$ cat config.mk
export PLATFORM = sky130hd
export DESIGN_NAME = sdp_serial_port
export DESIGN_NICKNAME = d
export VERILOG_FILES = /design/src/rtl/sdp_pkg.sv /design/src/rtl/sdp_serial_port.sv
export SDC_FILE = /design/constraint.sdc
export NUM_CORES = 1
export LEC_CHECK = 0
export ABC_AREA = 1
export BUFFER_PORTS_ARGS = -buffer_cell sky130_fd_sc_hd__buf_2
export CAP_MARGIN = 20
export CELL_PAD_IN_SITES_DETAIL_PLACEMENT = 0
export CELL_PAD_IN_SITES_GLOBAL_PLACEMENT = 1
export CORE_AREA = 2 2 153 155
export CTS_BUF_LIST = sky130_fd_sc_hd__clkbuf_4
export CTS_CLUSTER_SIZE = 20
export DETAILED_ROUTE_END_ITERATION = 8
export DIE_AREA = 0 0 155 157
export PLACE_DENSITY_LB_ADDON = 0.1
export SYNTH_ARGS = -nofsm -noshare
export SYNTH_HDL_FRONTEND = slang
export SYNTH_SLANG_ARGS = --single-unit
$ cat constraint.sdc
create_clock -name clk_sys -period 3.3 [get_ports clk_sys]
set_input_delay 0.33 -clock clk_sys [delete_from_list [all_inputs] [get_ports clk_sys]]
set_output_delay 0.33 -clock clk_sys [all_outputs]
set_load 0.01 [all_outputs]
$ cat src/rtl/sdp_pkg.sv
/*
 * Shared constants and carrier types of the serial device port: register
 * offsets, bit positions, reset values and the pin bundles.
 * Assumes a single system clock and an 8-bit register port.
 */
package sdp_pkg;

    // register port geometry
    localparam int             ADDR_W        = 4;
    localparam int             DATA_W        = 8;
    localparam logic [ADDR_W-1:0] OFS_CTRL   = 4'h0; // serial_device_control
    localparam logic [ADDR_W-1:0] OFS_FAST   = 4'h1; // fast_serial_write
    localparam logic [ADDR_W-1:0] OFS_CFG    = 4'h2; // misc_config_register

    // serial_device_control bit positions
    localparam int             CTL_DATA      = 0;
    localparam int             CTL_TRI       = 1;
    localparam int             CTL_CLK       = 2;
    localparam int             CTL_PULSE     = 3;
    localparam int             CTL_SEL_LO    = 4;
    localparam int             CTL_SEL_HI    = 6;

    // fast_serial_write field positions
    localparam int             FST_DATA_HI   = 4;
    localparam int             FST_CNT_LO    = 5;
    localparam int             FST_CNT_HI    = 7;

    // misc_config_register bit positions
    localparam int             CFG_DIV       = 0;
    localparam int             CFG_BUSY      = 1;
    localparam int             CFG_PEND      = 2;
    localparam int             CFG_DROP      = 3;

    // reset values and limits
    localparam logic [2:0]     SEL_RESET     = 3'h0;
    localparam logic [2:0]     MAX_BITS      = 3'h5;
    localparam logic [DATA_W-1:0] FAST_RESET = 8'h00;
    localparam int             FIFO_DEPTH    = 8;

    // fast transfer word as queued
    typedef struct packed {
        logic [2:0] count;
        logic [4:0] data;
    } sdp_fast_t;

    // pin levels driven out
    typedef struct packed {
        logic       sclk;
        logic       sdata;
        logic       sdataOe;
        logic [2:0] sel;
    } sdp_pin_out_t;

    // pin levels sensed back
    typedef struct packed {
        logic       sclk;
        logic       sdata;
        logic [2:0] sel;
    } sdp_pin_in_t;

endpackage : sdp_pkg

$ cat src/rtl/sdp_serial_port.sv
/*
 * Serial device port: control register bit-banging of clock, data and
 * select pins, plus a queued fast write that shifts 1 to 5 bits out.
 * Assumes pins sensed asynchronously and a single-cycle register port.
 */

// small synchronous FIFO with valid/ready on both sides
module sdp_fifo #(
    parameter int WIDTH = 8,
    parameter int DEPTH = 8
) (
    // clock and control
    input  wire logic             clk_sys,
    input  wire logic             sys_rst,
    input  wire logic             clkEn,
    // fill side
    input  wire logic             inValid,
    output logic                  inReady,
    input  wire logic [WIDTH-1:0] inData,
    // drain side
    output logic                  outValid,
    input  wire logic             outReady,
    output logic      [WIDTH-1:0] outData
);
    localparam int PW = (DEPTH > 1) ? $clog2(DEPTH) : 1;
    localparam logic [PW:0]   FULL_CNT = (PW + 1)'(DEPTH);
    localparam logic [PW-1:0] LAST_PTR = PW'(DEPTH - 1);

    // occupancy is one bit wider than the pointers, so a full queue and
    // an empty one never look alike
    typedef struct packed {
        logic [PW-1:0] wrPtr;
        logic [PW-1:0] rdPtr;
        logic [PW:0]   used;
    } sdp_fifo_st_t;

    sdp_fifo_st_t     st;
    sdp_fifo_st_t     next_st;
    logic [WIDTH-1:0] mem [DEPTH];
    logic             doWr;
    logic             doRd;

    // handshakes from occupancy
    assign inReady  = (st.used != FULL_CNT);
    assign outValid = (st.used != '0);
    // head word shown combinationally; it only means something while
    // outValid is high
    assign outData  = mem[st.rdPtr];
    assign doWr     = inValid && inReady;
    assign doRd     = outValid && outReady;

    // pointer and occupancy update
    always_comb begin
        next_st = st;
        if (doWr) begin
            next_st.wrPtr = (st.wrPtr == LAST_PTR) ? '0 : st.wrPtr + 1'b1;
        end
        if (doRd) begin
            next_st.rdPtr = (st.rdPtr == LAST_PTR) ? '0 : st.rdPtr + 1'b1;
        end
        case ({doWr, doRd})
            2'b10:   next_st.used = st.used + 1'b1;
            2'b01:   next_st.used = st.used - 1'b1;
            default: next_st.used = st.used;
        endcase
    end

    // state register
    always_ff @(posedge clk_sys) begin
        if (sys_rst) begin
            st <= '0;
        end else if (clkEn) begin
            st <= next_st;
        end
    end

    // storage array, written only on an accepted word
    always_ff @(posedge clk_sys) begin
        if (clkEn && doWr) begin
            mem[st.wrPtr] <= inData;
        end
    end

endmodule : sdp_fifo

// serial device port top
module sdp_serial_port
    import sdp_pkg::*;
#(
    parameter int DEPTH = sdp_pkg::FIFO_DEPTH
) (
    // clock, reset, enable
    input  wire logic                        clk_sys,
    input  wire logic                        sys_rst,
    input  wire logic                        clkEn,
    // register port
    input  wire logic [sdp_pkg::ADDR_W-1:0]  regAddr,
    input  wire logic [sdp_pkg::DATA_W-1:0]  regWdata,
    input  wire logic                        regWr,
    input  wire logic                        regRd,
    output logic      [sdp_pkg::DATA_W-1:0]  regRdata,
    // fast write queue has room
    output logic                             fastReady,
    // serial pins
    input  wire sdp_pkg::sdp_pin_in_t        pinIn,
    output sdp_pkg::sdp_pin_out_t            pinOut
);
    import sdp_pkg::*;

    typedef enum logic [1:0] {
        ST_IDLE,
        ST_SETUP,
        ST_PULSE
    } sdp_eng_t;

    typedef struct packed {
        // control, fast write and config register image
        logic         dataBit;
        logic         triBit;
        logic         clkBit;
        logic         pulseBit;
        logic [2:0]   selBits;
        logic         divSel;
        logic         dropped;
        logic [DATA_W-1:0] fastLast;
        // fast transfer engine
        sdp_eng_t     eng;
        logic [4:0]   shift;
        logic [2:0]   left;
        logic         divTog;
        // one-cycle marker of a control register write
        logic         wrPulse;
        // pin synchroniser, read answer and pin drive
        sdp_pin_in_t  sync1;
        sdp_pin_in_t  sync2;
        logic [DATA_W-1:0] rdata;
        sdp_pin_out_t pins;
    } sdp_state_t;

    sdp_state_t st;
    sdp_state_t next_st;

    // queue signals
    logic       fastWr;
    logic       popReady;
    logic       popValid;
    sdp_fast_t  pushWord;
    sdp_fast_t  popWord;
    logic [2:0] capCount;
    logic       tick;

    // a fast write that finds the queue full is lost; the drop flag says so
    // every fast offset write offered to the queue
    assign fastWr   = regWr && (regAddr == OFS_FAST);
    assign pushWord = '{count: regWdata[FST_CNT_HI:FST_CNT_LO],
                        data:  regWdata[FST_DATA_HI:0]};
    // pop only while idle, so no word lands in the middle of a transfer
    assign popReady = (st.eng == ST_IDLE);

    assign capCount = (popWord.count > MAX_BITS) ? MAX_BITS : popWord.count;

    // divTog restarts at zero for each word, so setup and pulse each last
    // exactly two cycles in the divided mode
    // tick each cycle or every second cycle
    assign tick = st.divSel ? st.divTog : 1'b1;

    sdp_fifo #(
        .WIDTH ($bits(sdp_fast_t)),
        .DEPTH (DEPTH)
    ) u_fifo (
        .clk_sys  (clk_sys),
        .sys_rst  (sys_rst),
        .clkEn    (clkEn),
        .inValid  (fastWr),
        .inReady  (fastReady),
        .inData   (pushWord),
        .outValid (popValid),
        .outReady (popReady),
        .outData  (popWord)
    );

    // next-state logic for registers, engine, sync and pins
    always_comb begin
        next_st = st;
        // two-flop synchroniser on the sensed pins
        next_st.sync1   = pinIn;
        next_st.sync2   = st.sync1;
        next_st.wrPulse = 1'b0;

        // register writes
        if (regWr) begin
            case (regAddr)
                OFS_CTRL: begin
                    next_st.dataBit  = regWdata[CTL_DATA];
                    next_st.triBit   = regWdata[CTL_TRI];
                    next_st.clkBit   = regWdata[CTL_CLK];
                    next_st.pulseBit = regWdata[CTL_PULSE];
                    next_st.selBits  = regWdata[CTL_SEL_HI:CTL_SEL_LO];
                    next_st.wrPulse  = 1'b1;
                end
                OFS_FAST: begin
                    next_st.fastLast = regWdata;
                    if (!fastReady) begin
                        next_st.dropped = 1'b1; // queue full
                    end
                end
                OFS_CFG: begin
                    next_st.divSel = regWdata[CFG_DIV];
                    if (regWdata[CFG_DROP]) begin
                        next_st.dropped = 1'b0; // write one clears
                    end
                end
                default: begin
                end
            endcase
        end
        // lost word sets again over a clear in the same cycle
        if (fastWr && !fastReady) begin
            next_st.dropped = 1'b1;
        end

        // register reads, answer in the following cycle
        // cycles without a read return zero on the read data
        next_st.rdata = '0;
        if (regRd) begin
            case (regAddr)
                OFS_CTRL: begin
                    next_st.rdata[CTL_DATA] = st.sync2.sdata;
                    next_st.rdata[CTL_TRI]  = st.triBit;
                    next_st.rdata[CTL_CLK]  = st.sync2.sclk;
                    next_st.rdata[CTL_PULSE] = st.pulseBit;
                    next_st.rdata[CTL_SEL_HI:CTL_SEL_LO] = st.sync2.sel;
                end
                OFS_FAST: next_st.rdata = st.fastLast;
                OFS_CFG: begin
                    next_st.rdata[CFG_DIV]  = st.divSel;
                    next_st.rdata[CFG_BUSY] = (st.eng != ST_IDLE);
                    next_st.rdata[CFG_PEND] = popValid;
                    next_st.rdata[CFG_DROP] = st.dropped;
                end
                default: next_st.rdata = '0;
            endcase
        end

        // fast transfer engine
        next_st.divTog = (st.eng == ST_IDLE) ? 1'b0 : ~st.divTog;
        case (st.eng)
            ST_IDLE: begin
                if (popValid) begin
                    next_st.shift = popWord.data;
                    next_st.left  = capCount;
                    if (capCount != '0) begin
                        next_st.eng = ST_SETUP;
                    end
                end
            end
            ST_SETUP: begin
                if (tick) begin
                    next_st.eng = ST_PULSE;
                end
            end
            ST_PULSE: begin
                if (tick) begin
                    next_st.shift = {1'b0, st.shift[4:1]};
                    next_st.left  = st.left - 1'b1;
                    // last bit goes straight back to idle, data to stored bit
                    next_st.eng   = (st.left == 3'h1) ? ST_IDLE : ST_SETUP;
                end
            end
            default: next_st.eng = ST_IDLE;
        endcase

        // pin drive, registered from the next state
        // select pins inverted
        next_st.pins.sel     = ~next_st.selBits;
        // the enable follows the tristate bit in a fast transfer too; a set
        // bit keeps the fast bits off the pin
        // tristate control
        next_st.pins.sdataOe = ~next_st.triBit;
        if (next_st.eng == ST_IDLE) begin
            next_st.pins.sdata = next_st.dataBit;
            // inverted idle level during the strobe
            next_st.pins.sclk  = next_st.clkBit ^
                                 (next_st.pulseBit & next_st.wrPulse);
        end else begin
            next_st.pins.sdata = next_st.shift[0] ^ next_st.dataBit;
            next_st.pins.sclk  = next_st.clkBit ^
                                 (next_st.eng == ST_PULSE);
        end
    end

    // state register with reset and clock enable
    // clkEn low holds every bit here; the queue has its own gate
    always_ff @(posedge clk_sys) begin
        if (sys_rst) begin
            st              <= '0;
            st.eng          <= ST_IDLE;
            st.selBits      <= SEL_RESET;
            st.fastLast     <= FAST_RESET;
            st.pins.sel     <= ~SEL_RESET;
            st.pins.sdataOe <= 1'b1;
            // synchroniser starts at the select levels driven in reset, so
            // a read right after reset already returns them
            st.sync1.sel    <= ~SEL_RESET;
            st.sync2.sel    <= ~SEL_RESET;
        end else if (clkEn) begin
            st <= next_st;
        end
    end

    // outputs straight from flops
    assign regRdata = st.rdata;
    assign pinOut   = st.pins;

endmodule : sdp_serial_port

==> results of run 1 <==
through the flow:
stage | hold slack (ps) | setup WS, ps | std cells
2_1_floorplan | 426 | 1060 | 616
3_3_place_gp | 436 | 750 | 914
3_5_place_dp | 448 | 683 | 914
4_1_cts | 22.7 | 1040 | 951
5_1_grt | 51.4 | 826 | 952
6_report | 90.3 | 1050 | 952
state kept, by name (all words and copies together) (netlist names), named ones only:
signal	count
regRdata	8
pinOut	6
u_fifo.st	10
st	33
next_st	5
u_fifo.mem	64
power groups by stage:
stage          registers (uW)  logic (uW)  clock network, uW
2_1_floorplan            1810         499                  0
3_5_place_dp             1820         706                  0
4_1_cts                  1790         715               1510
5_1_grt                  1800         799               1580
6_report                 1790         697               1460
3_3_place_gp             1820         706                  0
final cells by class:
type / count / area (sq um) / share of cell area, %
Inverter: 74 / 278 / 4.29
Antenna cell: 1 / 2.50 / 0.0387
Tap cell: 285 / 357 / 5.51
Clock inverter: 14 / 260 / 4.02
Timing Repair Buffer: 57 / 350 / 5.41
Multi-Input combinational cell: 374 / 1870 / 28.9
Sequential cell: 129 / 3220 / 49.8
Clock buffer: 18 / 135 / 2.09
final timing paths:
| check | end | slack, ps | cells past startpoint |
|---|---|---|---|
| setup / recovery | u_fifo.st[3] | 1050 | 12 |
| hold / removal | st[44] | 90 | 3 |
| setup reg to reg | u_fifo.st[3] | 1050 | 12 |
| hold reg to reg | st[42] | 470 | 2 |
synth_stat cells (2+ instances only):
cell type	count
edfxtp_1	64
nor2_1	58
a21oi_1	49
buf_1	2
nand3_1	46
buf_6	2
clkbuf_1	12
dfxtp_1	65
inv_2	4
o22ai_1	6
nand2_1	101
o21ai_0	60
inv_1	69
o211ai_1	3
buf_2	7
nand2_2	3
a211oi_1	6
nor3_1	10
buf_4	15
ha_1	9
o221ai_1	9
worst max-delay path, stage by stage, from the launching register on:
cell and delay (ps):
dfxtp_1 360, nor2_1 210, nand3_1 190, nand3_1 140, ha_1 200, ha_1 280, nand2_1 80, nor2_1 40
a211oi_1 200, or2_2 150, nand3_1 70, o21ai_0 180, a21oi_1 50
logic make-up (layout without fill, tap and decap cells):
logic type / count (synthesis) / count (layout) / synth area share [%]
buffers and inverters: 113 / 163 / 9.03
AND/OR/NAND/NOR: 224 / 224 / 16.9
other: 0 / 1 / 0
AO/OA/AOI/OAI: 139 / 139 / 14.0
flip-flops: 129 / 129 / 57.6
XOR/XNOR: 1 / 1 / 0.157
adder cells (fa/ha/maj): 10 / 10 / 2.37
per-layer routing:
metal / vias up / GRT usage (%) / wire length, um
li1: 2150 / - / -
met2: 72 / 22.3 / 7550
met5: - / 0 / 0
met4: 0 / 4.63 / 242
met3: 11 / 2.70 / 552
met1: 2009 / 17.7 / 7510
repair_timing:
action / CTS / global route
setup endpoints to repair: 0 / 0
hold buffers: 5 / 0
buffers inserted: 0 / 0
hold endpoints to repair: 5 / 0
resized for setup: 0 / 0
==> metrics.md, run 1 <==
| Metric | Value |
|---|---|
| Result of the run | `finished clean` |
| Number of different library cells in the post-synthesis netlist | `37` |
| Fraction of layout cells with a size suffix above 1 | `14.6%` |
| Hold Crit Start | `regWr` |
| Layout Skew | `24.6 ps` |
| Share of total power in the clock network | `37.0%` |
| DRC Markers | `0` |
| Part of the power in combinational logic | `17.7%` |
| Fill cells | `2,397` |
| Sw Share | `28.8%` |
| I/O pin cnt | `37` |
| Worst vdd rail ir drop | `277 uV` |
| Wire length of the first global-routing pass | `24.5 mm` |
| Number of I/O port buffers | `36` |
| Initial antenna violation count | `1` |
| Maximum frequency from static timing analysis | `445 MHz` |
| Total die area | `24,300 sq um` |
| Clock transition at the register clock pins on the worst setup and hold paths after CTS | `120 ps` |
| Total power after layout | `3940 uW` |
| Leading cell types in the layout, fill and taps excluded | `nand2_1, inv_1, dfxtp_1` |
| Detailed placer's ending HPWL | `10.6 mm` |
| TritonCTS clock tree | `yes` |
| Number of optimization iterations in the first detailed-route pass | `5` |
| Worst Setup SP | `u_fifo.st[1]` |
| Net count, final | `685` |
| Final worst path period share | `68.1%` |
| Clk root buf | `clkbuf_4` |
| Post-synth top flop | `dfxtp_1` |
| Detail-routed net length per standard cell | `16.6 um` |
| Share of power burned in registers | `45.3%` |
| Average footprint of a synthesized cell | `9.09 sq um` |
| Post-Synthesis Net Count | `648` |
| Detailed router's first-iteration violation count | `213` |
| Maximum root-to-sink buffer count | `2` |
| Final critical-path required period | `2250 ps` |
| Startpoint type of the worst setup path | `flop` |
| Horizontal extent of the die | `155 um` |
| Worst reg2reg startpoint | `u_fifo.st[1]` |
| Total CTS buffers | `17` |
| Drt via density | `4.46` |
| H-tree Lvls | `4` |
| Fraction of the core area covered by cells at the end of the flow | `28.8%` |
| Final-report max-slew violation count | `0` |
| Power density of the placed cells | `609 nW/um^2` |
| Required time of the critical path | `3720 ps` |
| Critical path class | `flop to flop` |
| Type of the most critical hold path | `primary input to flop` |
| Number of cells produced by synthesis | `616` |
| Insertion delay of the later-clocked pin in the worst-skew pair | `540 ps` |
| Number of global-route vias before repair | `4,160` |
| Post-synth EDFFs | `64` |
| Vertical die dimension | `157 um` |
| Area of all placed cells without fillers | `6470 sq um` |
| Number of core rows | `55` |
| Synth-to-layout area growth | `15.7%` |
| Number of nets with antenna violations after detailed routing | `0` |
| Final Hold Violating Endpoints | `0` |
| Transition at the pin with the smallest max-transition slack | `580 ps` |
| Net switching component of the power | `1140 uW` |
| Count of yosys warnings during synthesis | `0` |
| Area share of the largest cell type after synthesis | `34.3%` |
| Kind of end point of the critical path | `flop` |
| Critical path fanouts, max | `4` |
| Via count of the routed design | `4,242` |
| Largest cells by area after synthesis | `edfxtp_1, dfxtp_1, nand2_1` |
| Area of the core | `22,500 sq um` |
| Slew Limit Headroom | `61.3%` |
| Total length of routed wires | `15.8 mm` |
| Cell taking the most area after synthesis | `edfxtp_1` |
| Most frequent standard cell in the layout excluding fill and tap cells | `nand2_1` |
| Internal power contribution | `2800 uW` |
| Synthesized area | `5600 sq um` |
| Static leakage power | `0.00251 uW` |
| Starting density of the core | `24.9%` |
| Post-Route Setup TNS | `0 ps` |
| Number of sinks on the clock net | `129` |
| Reported max-cap violation count | `0` |
| Global routing usage summed across all routing layers | `13.5%` |
| Synthesized flop and latch total | `129` |
| Pin count of the biggest net entering global routing | `38` |
| Arrival time reported for the critical path endpoint | `2670 ps` |
| Sequential share of the synthesized area | `57.6%` |
| Unrepaired setup endpoints after global routing | `false` |
| Post-synth ARST share | `0%` |
| Finish-stage setup viols | `0` |
| Routability congestion estimate | `0.738` |
| Post-DP Area | `6030 sq um` |
| Overflow after GRT | `0` |
(Power assumes the default switching activity.)
==> run 2: changes to the inputs <==
--- a/config.mk
+++ b/config.mk
@@ -5,7 +5,7 @@
 export SDC_FILE = /design/constraint.sdc
 export NUM_CORES = 1
 export LEC_CHECK = 0
-export ABC_AREA = 1
+export ABC_AREA = 0
 export BUFFER_PORTS_ARGS = -buffer_cell sky130_fd_sc_hd__buf_2
 export CAP_MARGIN = 20
 export CELL_PAD_IN_SITES_DETAIL_PLACEMENT = 0
==> constraint.sdc (replaced) <==
create_clock -name clk_sys -period 2.3 [get_ports clk_sys]
set_input_delay 0.23 -clock clk_sys [delete_from_list [all_inputs] [get_ports clk_sys]]
set_output_delay 0.23 -clock clk_sys [all_outputs]
set_load 0.01 [all_outputs]
==> metrics.md, run 2 <==
| Metric | Value |
|---|---|
| Final Hold Violating Endpoints | `0 (unchanged)` |
| Unrepaired setup endpoints after global routing | `true` |
| Final worst path period share | `97.0% (+29 points)` |
| Count of yosys warnings during synthesis | `0 (unchanged)` |
| Drt via density | `4.35 (-2.3%)` |
| Slowest cell on crit path | `or4_4` |
| Global routing usage summed across all routing layers | `11.9% (-1.6 points)` |
| Post-synth ARST share | `0% (unchanged)` |
| Required time of the critical path | `2700 ps (-1020 ps)` |
| Largest registers | `u_fifo.mem (64), st (33), u_fifo.st (10)` |
| Type of the most critical hold path | `primary input to flop` |
| Static leakage power | `0.00231 uW (-8.1%)` |
| Number of different library cells in the post-synthesis netlist | `54 (+46%)` |
| Startpoint type of the worst setup path | `flop` |
| Leading cell types in the layout, fill and taps excluded | `edfxtp_1, dfxtp_1, nor2_1` |
| Power density of the placed cells | `658 nW/um^2 (+8.1%)` |
| Worst reg2reg startpoint | `u_fifo.st[2]` |
| Via count of the routed design | `3,560 (-16%)` |
| Slew Limit Headroom | `38.1% (-23 points)` |
| Number of global-route vias before repair | `3,608 (-13%)` |
| Fraction of layout cells with a size suffix above 1 | `25.8% (+11 points)` |
| Insertion delay of the later-clocked pin in the worst-skew pair | `520 ps (-20 ps)` |
| Starting density of the core | `24.7% (-0.14 points)` |
| Sequential share of the synthesized area | `57.9% (+0.32 points)` |
| DRC Markers | `0 (unchanged)` |
| Area taken by multi-input logic gates | `2160 sq um (+16%)` |
| Critical path fanouts, max | `3 (-1)` |
| Largest cells by area after synthesis | `edfxtp_1, dfxtp_1, mux2i_1` |
| Top register by number of flip-flops | `u_fifo.mem` |
| Pin count of the biggest net entering global routing | `37 (-2.6%)` |
| Cell taking the most area after synthesis | `edfxtp_1` |
| Number of I/O port buffers | `36 (unchanged)` |
| Clk root buf | `clkbuf_4` |
| Routability congestion estimate | `0.739 (+0.19%)` |
| Initial antenna violation count | `1 (unchanged)` |
| Overflow after GRT | `0 (unchanged)` |
| Horizontal extent of the die | `155 um (unchanged)` |
| Maximum root-to-sink buffer count | `2 (unchanged)` |
| Fill cells | `2,273 (-5.2%)` |
| Number of core rows | `55 (unchanged)` |
| Post-synth EDFFs | `64 (unchanged)` |
| Total CTS buffers | `17 (unchanged)` |
| Final critical-path required period | `2230 ps (-17.1 ps)` |
| Total die area | `24,300 sq um (unchanged)` |
| Flip-flop count of the largest register, all copies and words added | `64 (unchanged)` |
| Post-synth top flop | `dfxtp_1` |
| Area of the core | `22,500 sq um (unchanged)` |
| Most frequent standard cell in the layout excluding fill and tap cells | `edfxtp_1` |
| Total length of routed wires | `13.8 mm (-13%)` |
| Area share of the largest cell type after synthesis | `34.5% (+0.19 points)` |
| Number of cells produced by synthesis | `451 (-27%)` |
| Sequential cell area in the final layout | `3230 sq um (+0.12%)` |
| Worst r2r path cells | `11 (-1)` |
| Area of all placed cells without fillers | `6630 sq um (+2.4%)` |
| Layout Skew | `14.8 ps (-9.77 ps)` |
| Kind of end point of the critical path | `flop` |
| Cell with the most instances after synthesis | `dfxtp_1` |
| Final-report max-slew violation count | `0 (unchanged)` |
| CP peak stage delay | `570 ps (+210 ps)` |
| Number of nets with antenna violations after detailed routing | `0 (unchanged)` |
| Reported max-cap violation count | `0 (unchanged)` |
| Detailed router's first-iteration violation count | `251 (+18%)` |
| Number of optimization iterations in the first detailed-route pass | `4 (-1)` |
| Transition at the pin with the smallest max-transition slack | `926 ps (+345 ps)` |
| Vertical die dimension | `157 um (unchanged)` |
| Most frequent CP cell | `ha_4` |
| Place WS | `-32.2 ps (-716 ps)` |
| Number of sinks on the clock net | `129 (unchanged)` |
| Detail-routed net length per standard cell | `16.8 um (+1.0%)` |
| Net count, final | `551 (-20%)` |
| Minimum setup slack in the final design | `68.5 ps (-983 ps)` |
| Maximum frequency from static timing analysis | `448 MHz (+0.77%)` |
| TritonCTS clock tree | `yes` |
| Arrival time reported for the critical path endpoint | `2630 ps (-40 ps)` |
| Result of the run | `finished clean` |
| Top cell types by occurrence after synthesis | `dfxtp_1, edfxtp_1, nor2_1, mux2i_1` |
| Worst vdd rail ir drop | `316 uV (+14%)` |
| Post-DP Area | `6240 sq um (+3.6%)` |
| Synthesized flop and latch total | `129 (unchanged)` |
| H-tree Lvls | `4 (unchanged)` |
| Finish-stage setup viols | `0 (unchanged)` |
| I/O pin cnt | `37 (unchanged)` |
| Wire length of the first global-routing pass | `21.3 mm (-13%)` |
| Average footprint of a synthesized cell | `12.3 sq um (+36%)` |
| Endpoint, Worst Hold | `u_fifo.mem[7][0]` |
| Clock transition at the register clock pins on the worst setup and hold paths after CTS | `120 ps (about the same)` |
| End of the worst register-to-register path | `u_fifo.st[3]` |
| Detailed placer's ending HPWL | `9.54 mm (-10%)` |
| Minimum setup slack among reg-to-reg paths | `70 ps (-980 ps)` |
| Post-Synthesis Net Count | `483 (-25%)` |
| Hold Crit Start | `regWdata[0]` |
| Worst hold path depth | `1 (-2)` |
| Synth-to-layout area growth | `19.1%` |
| Minimum hold slack | `73.1 ps (-17.1 ps)` |
| Synthesized area | `5570 sq um (-0.56%)` |
| Critical path class | `flop to flop` |
| Worst-path cell chain | `or4_4 -> nand2_8 -> inv_4 -> ha_4 -> ha_4 -> a21o_1 -> a21oi_2 -> xnor2_1 -> nand2_1 -> xor2_1 -> nor2_1` |
run 2: cell count changes after synthesis, sizes merged, moves of 22 or more:
cell   previous run  this run
o21ai            61         9
nand2           104        23
nand3            47         7
mux2i             0        45
a21oi            50        23
nor2b             0        22
inv              73         8
run 2: final cells by class:
type                    count  area share [%]
flip-flops and latches    129            48.7
multi-input cells         280            32.6
repair buffers             83            8.76
well taps                 285            5.38
clock buffers              20            2.26
clock inverters            12            1.76
inverters                   8           0.491
diodes                      1          0.0377
run 2: how the worst max path moves through the flow:
stage          depth (start not counted)           end  slack [ps]         start
5_1_grt                               11  u_fifo.st[3]         -30  u_fifo.st[2]
2_1_floorplan                         11  u_fifo.st[3]           2  u_fifo.st[2]
4_1_cts                               11  u_fifo.st[3]          60  u_fifo.st[1]
3_5_place_dp                          11  u_fifo.st[3]         -30  u_fifo.st[2]
3_3_place_gp                          11  u_fifo.st[3]         -10  u_fifo.st[2]
6_report                              11  u_fifo.st[3]          70  u_fifo.st[2]
run 2: kinds of logic after synthesis:
kind of cell / synth area share, %
AND/OR/NAND/NOR: 12.6
flip-flops: 57.9
AO/OA/AOI/OAI: 7.37
multiplexers: 14.7
buffers and inverters: 4.11
adder cells (fa/ha/maj): 2.38
XOR/XNOR: 0.944
run 2: where the power goes:
group	switching, uW	internal, uW
clock network	833	668
registers	21.2	2440
logic	223	174
total	1080	3290
run 2: timing repair:
action | CTS | global route
hold buffers | 9 | 0
hold endpoints to repair | 26 | 0
setup endpoints to repair | 1 | 3
buffers inserted | 0 | 1
gates resized for setup | 2 | 3
pin swaps | 6 | 5
run 2: metrics by stage:
| stage | utilization (%) | power [uW] | TNS [ps] | instances |
|---|---|---|---|---|
| after floorplan | - | 2750 | 0 | 451 |
| after global placement | 27.7 | 2900 | -14.7 | 775 |
| after detailed placement | 27.7 | 2900 | -32.2 | 775 |
| after CTS | 29.4 | 4460 | 0 | 816 |
| after global routing | 29.5 | 4580 | -27.6 | 818 |
| final | 29.5 | 4360 | 0 | 818 |
run 2: critical path, delay by kind of cell, from the launching register on:
kind / cells / cell delay [ps]
fa+ha+maj: 2 / 360
compound gates: 2 / 300
buf+inv: 1 / 40
simple gates: 4 / 790
flops: 1 / 340
xor+xnor: 2 / 290
run 2: routing by layer:
metal  global-route usage [%]  vias up  routed length, um
met5                        0        -                  0
met4                     4.10        0                188
met3                     2.67       14                357
met2                     19.3       43               6510
met1                     15.7     1729               6700
li1                         -     1774                  -
==> run 3: changes to the inputs <==
--- a/config.mk
+++ b/config.mk
@@ -5,7 +5,7 @@
 export SDC_FILE = /design/constraint.sdc
 export NUM_CORES = 1
 export LEC_CHECK = 0
-export ABC_AREA = 0
+export ABC_AREA = 1
 export BUFFER_PORTS_ARGS = -buffer_cell sky130_fd_sc_hd__buf_2
 export CAP_MARGIN = 20
 export CELL_PAD_IN_SITES_DETAIL_PLACEMENT = 0
==> metrics.md, run 3 (synthesis results as in run 1) <==
| Metric | Value |
|---|---|
| Power density of the placed cells | `838 nW/um^2 (+27%)` |
| Number of global-route vias before repair | `4,354 (+21%)` |
| Place WS | `77.3 ps (+110 ps)` |
| Detailed placer's ending HPWL | `10.8 mm (+14%)` |
| Number of I/O port buffers | `36 (unchanged)` |
| Detail-routed net length per standard cell | `16.7 um (-0.77%)` |
| Critical path fanouts, max | `4 (+1)` |
| Critical path buffer and inverter count | `0 (-1)` |
| Part of the power in combinational logic | `19.2% (+10 points)` |
| Non-filler cells in the finished layout | `959 (+17%)` |
| Insertion delay of the later-clocked pin in the worst-skew pair | `550 ps (+30 ps)` |
| Critical path class | `flop to flop` |
| Static leakage power | `0.00253 uW (+9.3%)` |
| Worst hold path depth | `1 (unchanged)` |
| Routability congestion estimate | `0.737 (-0.22%)` |
| Synth-to-layout area growth | `16.3%` |
| Top register by number of flip-flops | `u_fifo.mem` |
| Maximum root-to-sink buffer count | `2 (unchanged)` |
| Net count, final | `692 (+26%)` |
| Number of optimization iterations in the first detailed-route pass | `4 (unchanged)` |
| Flip-flop count of the largest register, all copies and words added | `64 (unchanged)` |
| Required time of the critical path | `2780 ps (+80 ps)` |
| Most frequent CP cell | `nand3_1` |
| M2 GR Usage | `23.0% (+3.7 points)` |
| Sw Share | `31.4% (+6.7 points)` |
| Slowest cell on crit path | `dfxtp_1` |
| Total CTS buffers | `17 (unchanged)` |
| Most frequent standard cell in the layout excluding fill and tap cells | `nand2_1` |
| Number of sinks on the clock net | `129 (unchanged)` |
| Via count of the routed design | `4,363 (+23%)` |
| Internal power contribution | `3740 uW (+14%)` |
| H-tree Lvls | `4 (unchanged)` |
| Initial antenna violation count | `1 (unchanged)` |
| Final worst path period share | `88.7% (-8.4 points)` |
| Share of total power in the clock network | `33.6% (-0.8 points)` |
| Kind of end point of the critical path | `flop` |
| Slew Limit Headroom | `68.7% (+31 points)` |
| Final-report max-slew violation count | `0 (unchanged)` |
| Net switching component of the power | `1710 uW (+59%)` |
| Total power after layout | `5450 uW (+25%)` |
| M3 GR Usage | `2.86% (+0.19 points)` |
| Final Hold Violating Endpoints | `0 (unchanged)` |
| Drt via density | `4.55 (+4.5%)` |
| Vertical die dimension | `157 um (unchanged)` |
| Number of core rows | `55 (unchanged)` |
| Critical path depth in cells | `12 (+1)` |
| Pin count of the biggest net entering global routing | `38 (+2.7%)` |
| Arrival time reported for the critical path endpoint | `2520 ps (-110 ps)` |
| Finish-stage setup viols | `0 (unchanged)` |
| CP peak stage delay | `440 ps (-130 ps)` |
| Most utilized layer in the global route result | `met2` |
| Number of nets with antenna violations after detailed routing | `0 (unchanged)` |
| Result of the run | `finished clean` |
| Minimum setup slack in the final design | `261 ps (+192 ps)` |
| Startpoint type of the worst setup path | `flop` |
| Clock transition at the register clock pins on the worst setup and hold paths after CTS | `140 ps (+20 ps)` |
| TritonCTS clock tree | `yes` |
| Maximum frequency from static timing analysis | `490 MHz (+9.4%)` |
| Total die area | `24,300 sq um (unchanged)` |
| Leading cell types in the layout, fill and taps excluded | `nand2_1, inv_1, dfxtp_1, edfxtp_1, o21ai_0` |
| Worst r2r path cells | `12 (+1)` |
| Layout Skew | `22.4 ps (+7.57 ps)` |
| Transition at the pin with the smallest max-transition slack | `467 ps (-458 ps)` |
| Total length of routed wires | `16.0 mm (+16%)` |
| I/O pin cnt | `37 (unchanged)` |
| Unrepaired setup endpoints after global routing | `false` |
| DRC Markers | `0 (unchanged)` |
| Total instance count after detailed placement | `919 (+19%)` |
| Overflow after GRT | `0 (unchanged)` |
| Horizontal extent of the die | `155 um (unchanged)` |
| Clk root buf | `clkbuf_4` |
| Fill cells | `2,400 (+5.6%)` |
| Worst-path cell chain | `nor2_4 -> nand3_2 -> nand3_1 -> ha_2 -> ha_1 -> nand2_1 -> nor2_1 -> a211oi_2 -> or2_2 -> nand3_1 -> o21ai_1 -> a21oi_1` |
| Fraction of layout cells with a size suffix above 1 | `16.0% (-9.7 points)` |
| Final critical-path required period | `2040 ps (-192 ps)` |
| Area of the core | `22,500 sq um (unchanged)` |
| GRT met1 Usage | `17.6% (+1.9 points)` |
| Post-Route Setup TNS | `0 ps (unchanged)` |
| Share of power burned in registers | `47.1% (-9.4 points)` |
| Setup repair bufs after CTS | `0 (unchanged)` |
| Type of the most critical hold path | `primary input to flop` |
| Detailed router's first-iteration violation count | `238 (-5.2%)` |
| Wire length of the first global-routing pass | `25.0 mm (+17%)` |
| Top Family by Delay on Critical Path | `simple AND/OR/NAND/NOR gates` |
| Global routing usage summed across all routing layers | `13.9% (+1.9 points)` |
| Starting density of the core | `24.9% (+0.14 points)` |
| Reported max-cap violation count | `0 (unchanged)` |
| Largest registers | `u_fifo.mem (64), st (33), u_fifo.st (10)` |
| Worst vdd rail ir drop | `304 uV (-3.5%)` |
-- run 3: cell count changes in the layout (fill, tap and decap cells not counted), sizes merged, moves of 5 or more --
cell / before / now
buf: 74 / 57
nand2: 23 / 104
nor2b: 22 / 0
a21oi: 23 / 50
o21ai: 9 / 61
nor2: 55 / 60
mux2i: 45 / 0
o221ai: 0 / 9
mux4: 14 / 0
a211o: 10 / 0
nand3: 7 / 47
inv: 10 / 78
nand2b: 7 / 0
-- run 3: area by class of cell --
class / instances / area, sq um / share of cell area (%)
Clock buffer: 18 / 135 / 2.08
Sequential cell: 129 / 3220 / 49.5
Timing Repair Buffer: 64 / 420 / 6.46
Tap cell: 285 / 357 / 5.48
Clock inverter: 14 / 203 / 3.11
Multi-Input combinational cell: 374 / 1890 / 29.0
Inverter: 74 / 278 / 4.27
Antenna cell: 1 / 2.50 / 0.0385
-- run 3: timing repair --
item,4_1_cts,5_1_grt
hold endpoints to repair,10,0
hold buffers,7,0
endpoints found under the setup margin,0,1
resized for setup,0,7
-- run 3: per-layer routing --
layer | part of all wire, % | wire length (um)
met4 | 2.5 | 399
met2 | 47 | 7490
met1 | 48 | 7650
met5 | 0 | 0
met3 | 2.9 | 461
-- run 3: final timing paths --
kind | slack [ps] | endpoint | startpoint
worst max-delay path | 260 | u_fifo.st[3] | u_fifo.st[1]
worst min-delay path | 70 | u_fifo.mem[7][7] | regWdata[7]
worst max register to register | 260 | u_fifo.st[3] | u_fifo.st[1]
worst min register to register | 470 | st[42] | st[42]
-- run 3: metrics by stage --
stage	util (%)	area [sq um]	hold WS (ps)
6_report	28.9	6510	68.0
5_1_grt	28.9	6510	16.1
4_1_cts	28.8	6480	15.9
3_5_place_dp	27.0	6080	445
3_3_place_gp	27.0	6080	444
2_1_floorplan	-	5600	329
-- run 3: power groups by stage --
stage               clock network [uW]  registers [uW]  logic (uW)
detailed placement                   0            2620        1050
CTS                               1900            2560        1060
floorplan                            0            2600         715
finish                            1830            2570        1050
global route                      1990            2590        1200
global placement                     0            2620        1040
-- run 3: worst reg2reg max path, cell delays in order (launching register included) --
cell and delay (ps):
dfxtp_1 440, nor2_4 60, nand3_2 80, nand3_1 90, ha_2 200, ha_1 340, nand2_1 70, nor2_1 110
a211oi_2 50, or2_2 270, nand3_1 90, o21ai_1 60, a21oi_1 120
